File: src/hdl/rcs_map.svh
`ifndef RCS_MAP_SVH
`define RCS_MAP_SVH
// Register indexes; byte address is four times the index
`define RCS_IDX_CMD 8'h01
`define RCS_IDX_STATUS 8'h07
`define RCS_IDX_GUARD 8'h21
`define RCS_IDX_SPARE_A 8'h3E
`define RCS_IDX_SPARE_B 8'h3F
// Operation codes
`define RCS_OP_IDLE 8'h00
`define RCS_OP_NVW 8'h01
`define RCS_OP_NVR 8'h03
`define RCS_OP_KEYN 8'h0B
`define RCS_OP_RX 8'h16
`define RCS_OP_KEYQ 8'h19
`define RCS_OP_TX 8'h1A
`define RCS_OP_TRX 8'h1E
`define RCS_OP_POWER_UP_INIT_OP 8'h3F
// Reset values
`define RCS_RST_CMD 8'h3F
`define RCS_RST_GUARD 8'h06
// Status fields
`define RCS_STAT_BUSY 0
`define RCS_STAT_REFUSED 1
// Operand counts and sizes
`define RCS_ARGS_ADDR 2'h2
`define RCS_ARGS_NVR 2'h3
`define RCS_KEY_BYTES 12
`define RCS_KEY_BASE 16'h0080
// Timing counts in clock cycles
`define RCS_GUARD_TICK 16
`define RCS_POWER_UP_INIT_OP_CYCLES 64
`endif

File: src/hdl/rcs_pkg.sv
`include "rcs_map.svh"
package rcs_pkg;
	typedef logic [7:0] rcs_byte_t;
	typedef enum logic [9:0] {
		ST_POWER_UP_INIT_OP = 10'b00_0000_0001,
		ST_IDLE = 10'b00_0000_0010,
		ST_TX = 10'b00_0000_0100,
		ST_GUARD = 10'b00_0000_1000,
		ST_RX = 10'b00_0001_0000,
		ST_ARGS = 10'b00_0010_0000,
		ST_NVW = 10'b00_0100_0000,
		ST_NVR = 10'b00_1000_0000,
		ST_KEYN = 10'b01_0000_0000,
		ST_KEYQ = 10'b10_0000_0000
	} rcs_state_e;

	// Byte address of a register index
	function automatic rcs_byte_t rcs_byte_addr(input rcs_byte_t idx);
		return {idx[5:0], 2'b00};
	endfunction : rcs_byte_addr

	// Operand bytes an operation needs before it may start
	function automatic logic [1:0] rcs_args_needed(input rcs_byte_t op);
		return (op == `RCS_OP_NVR) ? `RCS_ARGS_NVR : `RCS_ARGS_ADDR;
	endfunction : rcs_args_needed
endpackage : rcs_pkg

File: src/hdl/rcs_nvm_if.sv
interface rcs_nvm_if;
	logic we;
	logic [15:0] addr;
	logic [7:0] wdata;
	logic [7:0] rdata;
	modport ctrl (output we, output addr, output wdata, input rdata);
	modport mem (input we, input addr, input wdata, output rdata);
endinterface : rcs_nvm_if

File: src/hdl/rcs_nvm_mem.sv
module rcs_nvm_mem #(
	parameter int DEPTH = 512
) (
	// Clock and reset
	input wire logic clock_i,
	input wire logic rst_n_i,
	// Access port
	rcs_nvm_if.mem nvm
);
	localparam int AW = $clog2(DEPTH);
	logic [7:0] cells [DEPTH];
	logic [7:0] next_rdata;

	generate
		if (DEPTH < 2 || DEPTH > 65536 || (1 << AW) != DEPTH) begin : g_bad_depth
			$error("nvm depth must be a power of two up to 65536");
		end
	endgenerate

	// Array left unreset, as a real storage array would be
	always_ff @(posedge clock_i) begin
		if (nvm.we) begin
			cells[nvm.addr[AW-1:0]] <= nvm.wdata;
		end
	end

	// Registered read, one cycle after the address
	always_comb begin
		next_rdata = cells[nvm.addr[AW-1:0]];
	end

	always_ff @(posedge clock_i or negedge rst_n_i) begin
		if (!rst_n_i) begin
			nvm.rdata <= 8'h00;
		end else begin
			nvm.rdata <= next_rdata;
		end
	end
endmodule : rcs_nvm_mem

File: src/hdl/rcs_guard_timer.sv
module rcs_guard_timer (
	// Clock and reset
	input wire logic clock_i,
	input wire logic rst_n_i,
	// Control
	input wire logic load_i,
	input wire logic [23:0] count_i,
	// Status
	output logic expired_o
);
	logic [23:0] count;
	logic [23:0] next_count;

	// Count down to zero and rest there
	always_comb begin
		if (load_i) begin
			next_count = count_i;
		end else if (count != 24'h00_0000) begin
			next_count = count - 24'h00_0001;
		end else begin
			next_count = count;
		end
	end

	always_ff @(posedge clock_i or negedge rst_n_i) begin
		if (!rst_n_i) begin
			count <= 24'h00_0000;
		end else begin
			count <= next_count;
		end
	end

	assign expired_o = (count == 24'h00_0000);
endmodule : rcs_guard_timer

File: src/hdl/rcs_sequencer.sv
// Register access over APB was chosen for this implementation.
`include "rcs_map.svh"
module rcs_sequencer #(
	parameter int NVM_DEPTH = 512,
	parameter int KEY_BYTES = `RCS_KEY_BYTES,
	parameter int GUARD_TICK = `RCS_GUARD_TICK,
	parameter int POWER_UP_INIT_OP_CYCLES = `RCS_POWER_UP_INIT_OP_CYCLES
) (
	// Clock and reset
	input wire logic CLOCK_I,
	input wire logic RST_N_I,
	// APB slave
	input wire logic PSEL_I,
	input wire logic PENABLE_I,
	input wire logic PWRITE_I,
	input wire rcs_pkg::rcs_byte_t PADDR_I,
	input wire logic [31:0] PWDATA_I,
	output logic [31:0] PRDATA_O,
	output logic PREADY_O,
	output logic PSLVERR_O,
	// Queue read side
	input wire logic QUEUE_VALID_I,
	input wire rcs_pkg::rcs_byte_t QUEUE_DATA_I,
	output logic QUEUE_POP_O,
	// Queue write side
	output logic QUEUE_PUSH_O,
	output rcs_pkg::rcs_byte_t QUEUE_PUSH_DATA_O,
	// Transmitter
	output logic TX_VALID_O,
	output rcs_pkg::rcs_byte_t TX_DATA_O,
	input wire logic TX_READY_I,
	output logic TX_END_O,
	// Receiver
	output logic RX_ENABLE_O,
	input wire logic RX_VALID_I,
	input wire rcs_pkg::rcs_byte_t RX_DATA_I,
	input wire logic RX_END_I,
	// Key buffer
	output logic KEY_WE_O,
	output logic [3:0] KEY_INDEX_O,
	output rcs_pkg::rcs_byte_t KEY_DATA_O
);
	import rcs_pkg::*;

	generate
		if (KEY_BYTES < 1 || KEY_BYTES > 16 || GUARD_TICK < 1 || GUARD_TICK > 65535
			|| POWER_UP_INIT_OP_CYCLES < 1 || POWER_UP_INIT_OP_CYCLES > 65535) begin : g_bad_param
			$error("rcs_sequencer parameter out of range");
		end
	endgenerate

	rcs_state_e state, next_state;
	rcs_byte_t cmd, next_cmd, guard, next_guard;
	logic refused, next_refused, set_refused;
	logic trx, next_trx;
	logic [1:0] arg_cnt, next_arg_cnt, rd_phase, next_rd_phase;
	logic [15:0] addr, next_addr;
	rcs_byte_t remain, next_remain;
	logic [3:0] key_idx, next_key_idx, next_key_index;
	logic next_q_pop, next_push, next_tx_valid, next_tx_end, next_rx_en, next_key_we;
	rcs_byte_t next_push_data, next_tx_data, next_key_data;
	logic nv_we, next_nv_we;
	logic [15:0] nv_addr, next_nv_addr;
	rcs_byte_t nv_wdata, next_nv_wdata;
	logic tmr_load, next_tmr_load, tmr_expired;
	logic [23:0] tmr_count, next_tmr_count;
	logic next_pready, next_pslverr;
	logic [31:0] next_prdata;
	logic apb_wr, cmd_wr, take, tmr_done, key_area;
	rcs_byte_t wop;

	rcs_nvm_if nvm ();

	rcs_nvm_mem #(.DEPTH(NVM_DEPTH)) u_nvm (
		.clock_i(CLOCK_I),
		.rst_n_i(RST_N_I),
		.nvm(nvm.mem)
	);

	rcs_guard_timer u_timer (
		.clock_i(CLOCK_I),
		.rst_n_i(RST_N_I),
		.load_i(tmr_load),
		.count_i(tmr_count),
		.expired_o(tmr_expired)
	);

	assign nvm.we = nv_we;
	assign nvm.addr = nv_addr;
	assign nvm.wdata = nv_wdata;

	// Bus strobes; writes count only at the completing edge
	assign apb_wr = PSEL_I & PENABLE_I & PREADY_O & PWRITE_I;
	assign wop = PWDATA_I[7:0];
	// Writes during init and the init code itself are ignored
	assign cmd_wr = apb_wr && PADDR_I == rcs_byte_addr(`RCS_IDX_CMD)
		&& state != ST_POWER_UP_INIT_OP && wop != `RCS_OP_POWER_UP_INIT_OP;
	assign take = QUEUE_POP_O & QUEUE_VALID_I;
	assign tmr_done = !tmr_load && tmr_expired;
	assign key_area = addr >= `RCS_KEY_BASE;

	// APB slave: one wait state, then registered answer
	always_comb begin
		next_pready = PSEL_I & PENABLE_I & !PREADY_O;
		next_prdata = 32'h0000_0000;
		next_pslverr = 1'b0;
		next_guard = guard;
		if (next_pready) begin
			unique case (PADDR_I)
				rcs_byte_addr(`RCS_IDX_CMD): next_prdata = {24'h00_0000, cmd};
				rcs_byte_addr(`RCS_IDX_STATUS): begin
					next_prdata[`RCS_STAT_BUSY] = state != ST_IDLE;
					next_prdata[`RCS_STAT_REFUSED] = refused;
				end
				rcs_byte_addr(`RCS_IDX_GUARD): next_prdata = {24'h00_0000, guard};
				rcs_byte_addr(`RCS_IDX_SPARE_A), rcs_byte_addr(`RCS_IDX_SPARE_B): ;
				default: next_pslverr = 1'b1;
			endcase
		end
		if (apb_wr && PADDR_I == rcs_byte_addr(`RCS_IDX_GUARD) && state != ST_POWER_UP_INIT_OP) begin
			next_guard = wop;
		end
	end

	always_ff @(posedge CLOCK_I or negedge RST_N_I) begin
		if (!RST_N_I) begin
			PREADY_O <= 1'b0;
			PRDATA_O <= 32'h0000_0000;
			PSLVERR_O <= 1'b0;
			guard <= `RCS_RST_GUARD;
		end else begin
			PREADY_O <= next_pready;
			PRDATA_O <= next_prdata;
			PSLVERR_O <= next_pslverr;
			guard <= next_guard;
		end
	end

	// Sequencer; pops alternate so queue valid is fresh each time
	always_comb begin
		next_state = state;
		next_cmd = cmd;
		set_refused = 1'b0;
		next_trx = trx;
		next_arg_cnt = arg_cnt;
		next_rd_phase = rd_phase;
		next_addr = addr;
		next_remain = remain;
		next_key_idx = key_idx;
		next_key_index = KEY_INDEX_O;
		next_q_pop = 1'b0;
		next_push = 1'b0;
		next_push_data = QUEUE_PUSH_DATA_O;
		next_tx_valid = TX_VALID_O;
		next_tx_data = TX_DATA_O;
		next_tx_end = 1'b0;
		next_rx_en = RX_ENABLE_O;
		next_key_we = 1'b0;
		next_key_data = KEY_DATA_O;
		next_nv_we = 1'b0;
		next_nv_addr = nv_addr;
		next_nv_wdata = nv_wdata;
		next_tmr_load = 1'b0;
		next_tmr_count = tmr_count;
		unique case (state)
			ST_POWER_UP_INIT_OP: begin
				if (tmr_done) begin
					next_state = ST_IDLE;
					next_cmd = `RCS_OP_IDLE;
				end
			end
			ST_IDLE: ;
			ST_TX: begin
				// Starts on whatever the queue holds, ends when it runs dry
				if (TX_VALID_O) begin
					next_tx_valid = !TX_READY_I;
				end else if (take) begin
					next_tx_valid = 1'b1;
					next_tx_data = QUEUE_DATA_I;
				end else if (!QUEUE_POP_O && QUEUE_VALID_I) begin
					next_q_pop = 1'b1;
				end else if (!QUEUE_POP_O) begin
					next_tx_end = 1'b1;
					if (trx) begin
						next_state = ST_GUARD;
						next_tmr_load = 1'b1;
						next_tmr_count = 24'(guard) * 24'(GUARD_TICK);
					end else begin
						next_state = ST_IDLE;
						next_cmd = `RCS_OP_IDLE;
					end
				end
			end
			ST_GUARD: begin
				if (tmr_done) begin
					next_state = ST_RX;
					next_rx_en = 1'b1;
				end
			end
			ST_RX: begin
				if (RX_VALID_I) begin
					next_push = 1'b1;
					next_push_data = RX_DATA_I;
				end
				if (RX_END_I) begin
					next_rx_en = 1'b0;
					next_state = ST_IDLE;
					next_cmd = `RCS_OP_IDLE;
				end
			end
			ST_ARGS: begin
				// Address low byte, high byte, then count for reads
				if (take) begin
					unique case (arg_cnt)
						2'h0: next_addr[7:0] = QUEUE_DATA_I;
						2'h1: next_addr[15:8] = QUEUE_DATA_I;
						default: next_remain = QUEUE_DATA_I;
					endcase
					next_arg_cnt = 2'(arg_cnt + 2'h1);
					if (2'(arg_cnt + 2'h1) == rcs_args_needed(cmd)) begin
						if (cmd == `RCS_OP_NVW) begin
							next_state = ST_NVW;
						end else if (cmd == `RCS_OP_KEYN) begin
							next_state = ST_KEYN;
						end else if (QUEUE_DATA_I == 8'h00) begin
							next_state = ST_IDLE;
							next_cmd = `RCS_OP_IDLE;
						end else begin
							next_state = ST_NVR;
						end
					end
				end else if (!QUEUE_POP_O && QUEUE_VALID_I) begin
					next_q_pop = 1'b1;
				end
			end
			ST_NVW: begin
				// Runs until the host writes a new code
				if (take) begin
					next_nv_we = 1'b1;
					next_nv_addr = addr;
					next_nv_wdata = QUEUE_DATA_I;
					next_addr = addr + 16'h0001;
				end else if (!QUEUE_POP_O && QUEUE_VALID_I) begin
					next_q_pop = 1'b1;
				end
			end
			ST_NVR, ST_KEYN: begin
				// Phase 0 address, 1 wait, 2 data valid from memory
				unique case (rd_phase)
					2'h0: begin
						if (state == ST_NVR && key_area) begin
							set_refused = 1'b1;
							next_state = ST_IDLE;
							next_cmd = `RCS_OP_IDLE;
						end else begin
							next_nv_addr = addr;
							next_rd_phase = 2'h1;
						end
					end
					2'h1: next_rd_phase = 2'h2;
					default: begin
						next_rd_phase = 2'h0;
						next_addr = addr + 16'h0001;
						if (state == ST_NVR) begin
							next_push = 1'b1;
							next_push_data = nvm.rdata;
							next_remain = remain - 8'h01;
							if (remain == 8'h01) begin
								next_state = ST_IDLE;
								next_cmd = `RCS_OP_IDLE;
							end
						end else begin
							next_key_we = 1'b1;
							next_key_data = nvm.rdata;
							next_key_index = key_idx;
							next_key_idx = 4'(key_idx + 4'h1);
							if (key_idx == 4'(KEY_BYTES - 1)) begin
								next_state = ST_IDLE;
								next_cmd = `RCS_OP_IDLE;
							end
						end
					end
				endcase
			end
			ST_KEYQ: begin
				// Lowest key byte arrives first
				if (take) begin
					next_key_we = 1'b1;
					next_key_data = QUEUE_DATA_I;
					next_key_index = key_idx;
					next_key_idx = 4'(key_idx + 4'h1);
					if (key_idx == 4'(KEY_BYTES - 1)) begin
						next_state = ST_IDLE;
						next_cmd = `RCS_OP_IDLE;
					end
				end else if (!QUEUE_POP_O && QUEUE_VALID_I) begin
					next_q_pop = 1'b1;
				end
			end
			default: begin
				next_state = ST_IDLE;
				next_cmd = `RCS_OP_IDLE;
			end
		endcase
		// A new code overrides all but a TX_END_O pulse, a guard timer load and the refused set; queue is left as it is
		if (cmd_wr) begin
			next_cmd = wop;
			next_q_pop = 1'b0;
			next_push = 1'b0;
			next_tx_valid = 1'b0;
			next_rx_en = 1'b0;
			next_key_we = 1'b0;
			next_nv_we = 1'b0;
			next_arg_cnt = 2'h0;
			next_rd_phase = 2'h0;
			next_key_idx = 4'h0;
			next_trx = wop == `RCS_OP_TRX;
			unique case (wop)
				`RCS_OP_TX, `RCS_OP_TRX: next_state = ST_TX;
				`RCS_OP_RX: begin
					next_state = ST_GUARD;
					next_tmr_load = 1'b1;
					next_tmr_count = 24'(guard) * 24'(GUARD_TICK);
				end
				`RCS_OP_NVW, `RCS_OP_NVR, `RCS_OP_KEYN: next_state = ST_ARGS;
				`RCS_OP_KEYQ: next_state = ST_KEYQ;
				default: begin
					next_state = ST_IDLE;
					next_cmd = `RCS_OP_IDLE;
				end
			endcase
		end
		// Hardware set beats the clear from a new command
		next_refused = (refused & !cmd_wr) | set_refused;
	end

	always_ff @(posedge CLOCK_I or negedge RST_N_I) begin
		if (!RST_N_I) begin
			state <= ST_POWER_UP_INIT_OP;
			cmd <= `RCS_RST_CMD;
			refused <= 1'b0;
			trx <= 1'b0;
			arg_cnt <= 2'h0;
			rd_phase <= 2'h0;
			addr <= 16'h0000;
			remain <= 8'h00;
			key_idx <= 4'h0;
			KEY_INDEX_O <= 4'h0;
			QUEUE_POP_O <= 1'b0;
			QUEUE_PUSH_O <= 1'b0;
			QUEUE_PUSH_DATA_O <= 8'h00;
			TX_VALID_O <= 1'b0;
			TX_DATA_O <= 8'h00;
			TX_END_O <= 1'b0;
			RX_ENABLE_O <= 1'b0;
			KEY_WE_O <= 1'b0;
			KEY_DATA_O <= 8'h00;
			nv_we <= 1'b0;
			nv_addr <= 16'h0000;
			nv_wdata <= 8'h00;
			tmr_load <= 1'b1;
			tmr_count <= 24'(POWER_UP_INIT_OP_CYCLES);
		end else begin
			state <= next_state;
			cmd <= next_cmd;
			refused <= next_refused;
			trx <= next_trx;
			arg_cnt <= next_arg_cnt;
			rd_phase <= next_rd_phase;
			addr <= next_addr;
			remain <= next_remain;
			key_idx <= next_key_idx;
			KEY_INDEX_O <= next_key_index;
			QUEUE_POP_O <= next_q_pop;
			QUEUE_PUSH_O <= next_push;
			QUEUE_PUSH_DATA_O <= next_push_data;
			TX_VALID_O <= next_tx_valid;
			TX_DATA_O <= next_tx_data;
			TX_END_O <= next_tx_end;
			RX_ENABLE_O <= next_rx_en;
			KEY_WE_O <= next_key_we;
			KEY_DATA_O <= next_key_data;
			nv_we <= next_nv_we;
			nv_addr <= next_nv_addr;
			nv_wdata <= next_nv_wdata;
			tmr_load <= next_tmr_load;
			tmr_count <= next_tmr_count;
		end
	end
endmodule : rcs_sequencer

File: config.mk
export PLATFORM = sky130hd
export DESIGN_NAME = rcs_sequencer
export DESIGN_NICKNAME = d
export VERILOG_FILES = /design/src/hdl/rcs_pkg.sv /design/src/hdl/rcs_nvm_if.sv /design/src/hdl/rcs_nvm_mem.sv /design/src/hdl/rcs_guard_timer.sv /design/src/hdl/rcs_sequencer.sv
export VERILOG_INCLUDE_DIRS = /design/src /design/src/hdl
export SDC_FILE = /design/constraint.sdc
export NUM_CORES = 2
export LEC_CHECK = 0
export BUFFER_PORTS_ARGS = -buffer_cell sky130_fd_sc_hd__buf_2
export CORE_MARGIN = 2
export CORE_UTILIZATION = 69
export CTS_BUF_LIST = sky130_fd_sc_hd__clkbuf_2
export CTS_CLUSTER_SIZE = 20
export DETAILED_ROUTE_END_ITERATION = 8
export PLACE_DENSITY_LB_ADDON = 0.2
export SETUP_SLACK_MARGIN = 0.3
export SKIP_LAST_GASP = 1
export SLEW_MARGIN = 20
export SYNTH_ARGS = -nofsm -noshare
export SYNTH_HDL_FRONTEND = slang
export SYNTH_SLANG_ARGS = --single-unit
File: constraint.sdc
create_clock -name CLOCK_I -period 13.6 [get_ports CLOCK_I]
set_input_delay 0 -clock CLOCK_I [delete_from_list [all_inputs] [get_ports CLOCK_I]]
set_output_delay 0 -clock CLOCK_I [all_outputs]
set_load 0.02 [all_outputs]
; ---- Word-level counts from Yosys, hierarchy flattened
; Memories as Yosys holds them, arrays and structs flattened. A register that Yosys moved wholly into a read port is not among the register bits.
; Cells that the tools add are included.
[word_totals]
regBits = 195
latchBits = 0
ramBits = 4096
mem_bits_ro = 0
input_bits = 65
out_inout_bits = 68
elab_cells = 307
memories = 1
[op_classes]
add_sub_neg = 5
multipliers = 0
div_mod_pow = 0
n_lt_le_gt_ge = 1
n_eq_ne = 67
shifts = 0
muxes = 140
bitwise = 8
reduce_logical = 55
[memory_table]
columns = memory, words, word_bits, rd, rd_ports_with_merged_regs, wr, line_no
row1 = u_nvm.cells, 512, 8, 1, 1, 1, rcs_nvm_mem.sv:11  ; logic [7:0] cells [DEPTH];
[ops]
columns = cell, n
row1 = 2-to-1 mux 8 bit, 32
row2 = 2-to-1 mux 24 bit, 10
row3 = 2-to-1 mux 10 bit, 15
row4 = case mux 10 bit (8 select lines), 1
row5 = case mux 8 bit (2 select lines), 4
row6 = case mux 8 bit (7 select lines), 1
row7 = "!= test 3 bit, second input constant", 18
row8 = 2-to-1 mux 16 bit, 3
row9 = case mux 16 bit (3 select lines), 1
row10 = 2-to-1 mux 9 bit, 5
row11 = 2-to-1 mux 1 bit, 41
row12 = "equality test 8 x 5 -> 1 bit, second input constant", 5
row13 = case mux 10 bit (4 select lines), 1
row14 = 2-to-1 mux 32 bit, 1
row15 = 2-to-1 mux 4 bit, 8
row16 = "equality test 8 x 1 -> 1 bit, second input constant", 3
row17 = "equality test 8 bit, second input constant", 3
row18 = zero test 24 bit, 1
row19 = nonzero test 24 bit, 1
row20 = "subtractor 24 x 1 -> 24 bit, second input constant", 1
row21 = "!= test 2 bit, second input constant", 10
row22 = case mux 10 bit (2 select lines), 1
row23 = case mux 9 bit (2 select lines), 1
row24 = nonzero test 2 bit, 9
row25 = other kinds (51), 100

; ---- Depth between registers and ports, before layout
[depth]
word_depth = 9
ltp_mapped = 15
ltp_nobuf = 9

; ---- Cells and area by module
; A second synthesis with hierarchy kept.
[unflattened]
hier_cells = 8628
hier_area_um2 = 167877.3
[modules_own_cells]
columns = mod, n_inst, cells_per_inst, area_each_um2, seq_area_each_um2
row1 = rcs_nvm_mem, 1, 7741, 158853.6, 123198.2
row2 = rcs_sequencer, 1, 731, 7538.5, 3867.5
row3 = rcs_guard_timer, 1, 156, 1485.2, 600.6

; ---- Worst setup path before layout
; OpenSTA, ideal clock, no wires.
[synth_path]
kind = register -> register
startpoint = register nv_wdata[0]
endpoint = memory u_nvm.cells[0][0], data pin
setup_time_ns = 1.404
t_arrival_ns = 6.061
t_required_ns = 12.196
path_slack_ns = 6.136
path_stages_with_launch = 1
path_buffers = 0
synth_period_minus_slack_ns = 7.464
path_cell_list = dfrtp_1
[synth_lines]
columns = element, line_no
row1 = from (decl), rcs_sequencer.sv:64  ; rcs_byte_t nv_wdata, next_nv_wdata;
row2 = from (signal assigned), rcs_sequencer.sv:385  ; nv_wdata <= next_nv_wdata;
row3 = to (decl), rcs_nvm_mem.sv:11
; Straight into the memory's write port.

==> metrics <==
R2R setup slack 7.17 ns; clock sinks 4275; layout cells sized above 1 0.267; DIE WIDTH between 400 and 500 microns; Sw Share 0.228; Peak Freq 0.156 GHz; Crit-path slowest cell nor4b_2; asr flop ratio synth 0.0419; most frequent cells after synthesis edfxtp_1, mux4_2, nor2_1, mux2i_1, clkbuf_1; sequential area share after synthesis 0.762; Pwr Density approximately 120 nW/um^2; floorplan row count 180; nets ~9500; Leak between 40 and 50 nW; GRT Util Overall 0.361; Post-CTS Setup Bufs 0; Worst slew margin 0.0932; core footprint ~240000 sq um; Hold EP KEY_DATA_O[7]$_DFFE_PN0P_; largest net degree at the start of global routing 234; clk_skew 0.264 ns; CP Launch Type flop; synthesized area 167000 sq um; Port Buffers 84; clk_lat worst skew 2.07 ns; count leader, synth edfxtp_1; HPWL Detailed 260000 microns; period utilisation layout 0.473; total gr overflow 0; Layout fillers 13154; routed via count 94179; post-synth cell types 82; clock power share 0.355; Util after Layout 0.755; vias in the first global route 92966; status complete, but fails checks; Routed WL 444000 microns; max-cap viol count 0; crit-path most repeated cell buf_4; Post-synth EDFFs 4096; Int Pwr around 17 mW; Syn. warnings 0; CTS tree done; drt drc 307; 1st-iter DRT viols 15057; gpl congestion 0.936; Area Overhead vs Synth 8.55%; worst r2r dst u_nvm.nvm.rdata[5]$_DFF_PN0_; Initial Utilization 0.695; clock root buffer master clkbuf_2; combinational group share of total power 0.008; Cells on Worst Hold Path 6; drt wl/cell 33.1 microns; Net Sw Power 5.11 mW; share of the synthesized area in the top cell type 0.735; die height 496 microns; Primary FF master, synth edfxtp_1; mean post-synth cell area about 20 sq um; Clock Path Buffers 4; Worst setup EP type flop; setup violators final 0; post-synthesis cell count 8526; Critical Path RT 15.49 ns; H-Tree Depth 6; First-pass DRT Iterations 9; Seq pwr share 0.637; first-pass GRT wire length about 630000 microns; initial antenna violation count 40; Crit path arrival time around 8.3 ns; crit path cell chain buf_4 -> buf_4 -> buf_4 -> mux4_2 -> a32o_1 -> a2111oi_1 -> nor4b_2 -> nand4_1; Max IR drop VDD 0.104 mV; setup tns final 0 ns; number of synthesized register bits 4275; hold_sp QUEUE_DATA_I[7]; hold crit path type input pin to flop; Largest delay share family, worst path buffers and inverters; reg2reg path depth 8; final count of hold timing violations 0; failing checks DRC; Max Transition Viols Final 0; Clk pin slew, worst setup/hold paths 0.14 ns; Tmin final around 6.4 ns; Die ar. approximately 250000 sq um; WS Path Type flop to flop; slowest stage delay, CP 1.17 ns; number of routed nets with antenna violations 0; pre-CTS setup slack 7.30 ns; WP buf/inv 3; RSZ-0062 raised after global routing false; Via density 7.02; actual slew at the worst max-slew pin ~1.4 ns; leading area contributor after synthesis edfxtp_1; CTS Buf Count 976; reg2reg start nv_addr[0]$_DFFE_PN0P_; synth top area cells edfxtp_1, mux4_2, mux2i_1, dfrtp_1, nor2_1; I/O Pins 133; hold_ws 0.318 ns; crit path max fanout 41; final setup margin 7.17 ns
-- cell type report --
class	count	area, sq um	area share
multi-input combinational	3689	37200	0.205
antenna	24	60.1	0.000331
clock buffer	1441	7210	0.0397
sequential	4275	128000	0.702
inverter	30	115	0.000634
timing repair buffer	473	4150	0.0228
clock inverter	292	1430	0.00788
tap	3185	3990	0.0219
-- cells by family (layout without fill, tap and decap cells) --
group	count (synthesis)	after routing	share of synthesized area
xor+xnor	16	16	0.000837
mux	1329	1329	0.142
flops	4275	4275	0.762
buf+inv	585	2236	0.0186
compound gates	873	873	0.0361
fa+ha+maj	9	9	0.000673
simple gates	1438	1438	0.0399
other cells	1	48	0.0000224
-- worst reg2reg max path: stages (launching register included) --
cell and delay, ns:
dfrtp_4 0.81, buf_4 0.59, buf_4 0.64, buf_4 0.80, mux4_2 0.68, a32o_1 0.33, a2111oi_1 1.11, nor4b_2 1.17
nand4_1 0.18
-- worst max-delay path by stage --
stage,start,end,slack (ns),cells after the start
floorplan,nv_wdata[0]$_DFFE_PN0P_,u_nvm.cells[0][0]$_DFFE_PP_,6.14,0
global placement,nv_addr[0]$_DFFE_PN0P_,u_nvm.nvm.rdata[1]$_DFF_PN0_,7.43,8
detailed placement,nv_addr[0]$_DFFE_PN0P_,u_nvm.nvm.rdata[5]$_DFF_PN0_,7.30,8
CTS,nv_addr[0]$_DFFE_PN0P_,u_nvm.nvm.rdata[5]$_DFF_PN0_,7.29,8
global route,nv_addr[0]$_DFFE_PN0P_,u_nvm.nvm.rdata[2]$_DFF_PN0_,7.04,9
finish,nv_addr[0]$_DFFE_PN0P_,u_nvm.nvm.rdata[5]$_DFF_PN0_,7.17,8
-- layout by cell type, fill, tap and decap left out, types with 139 or more instances in the layout --
cell	instances
edfxtp_1	4096
clkbuf_2	1441
mux4_2	806
nor2_1	668
mux2i_1	455
nand2_1	258
clkinv_1	237
dlygate4sd3_1	199
a22oi_1	170
buf_4	166
dfrtp_1	154
a21oi_1	140
o22ai_1	139
-- routing by layer --
layer / global-route usage / routed length, microns / vias up
li1: - / - / 37588
met1: 0.490 / 151000 / 47385
met2: 0.537 / 204000 / 7793
met3: 0.120 / 63700 / 1385
met4: 0.177 / 24200 / 28
met5: 0.00116 / 202 / -
-- power by group through the flow --
| stage | sequential, mW | clock, mW | combinational, mW |
|---|---|---|---|
| floorplan | 14.5 | 0 | 0.105 |
| global placement | 14.5 | 0 | 0.138 |
| detailed placement | 14.5 | 0 | 0.144 |
| CTS | 14.3 | 7.96 | 0.177 |
| global route | 14.3 | 8.62 | 0.205 |
| finish | 14.3 | 7.93 | 0.188 |
-- flip-flops by register name, summed over array words and instances, names as in the netlist, 8 cells and up --
signal / count
KEY_DATA_O: 8
PRDATA_O: 8
QUEUE_PUSH_DATA_O: 8
TX_DATA_O: 8
addr: 16
cmd: 8
guard: 8
nv_addr: 9
nv_wdata: 8
remain: 8
state: 10
tmr_count: 24
u_nvm.cells: 4096
u_nvm.nvm.rdata: 8
u_timer.count: 24
-- per-stage QoR --
step	power (mW)	std cells	cell area, sq um
floorplan	14.6	8549	167000
global placement	14.7	11450	171000
detailed placement	14.7	11450	171000
CTS	22.4	13383	182000
global route	23.1	13393	182000
finish	22.4	13409	182000
-- what timing repair did --
item | 4_1_cts | 5_1_grt
endpoints found under the hold margin | 325 | 0
hold buffers | 200 | 0
endpoints found under the setup margin | 0 | 0
resized for setup | 0 | 0
Note: power is estimated with default switching activity, not from simulation.
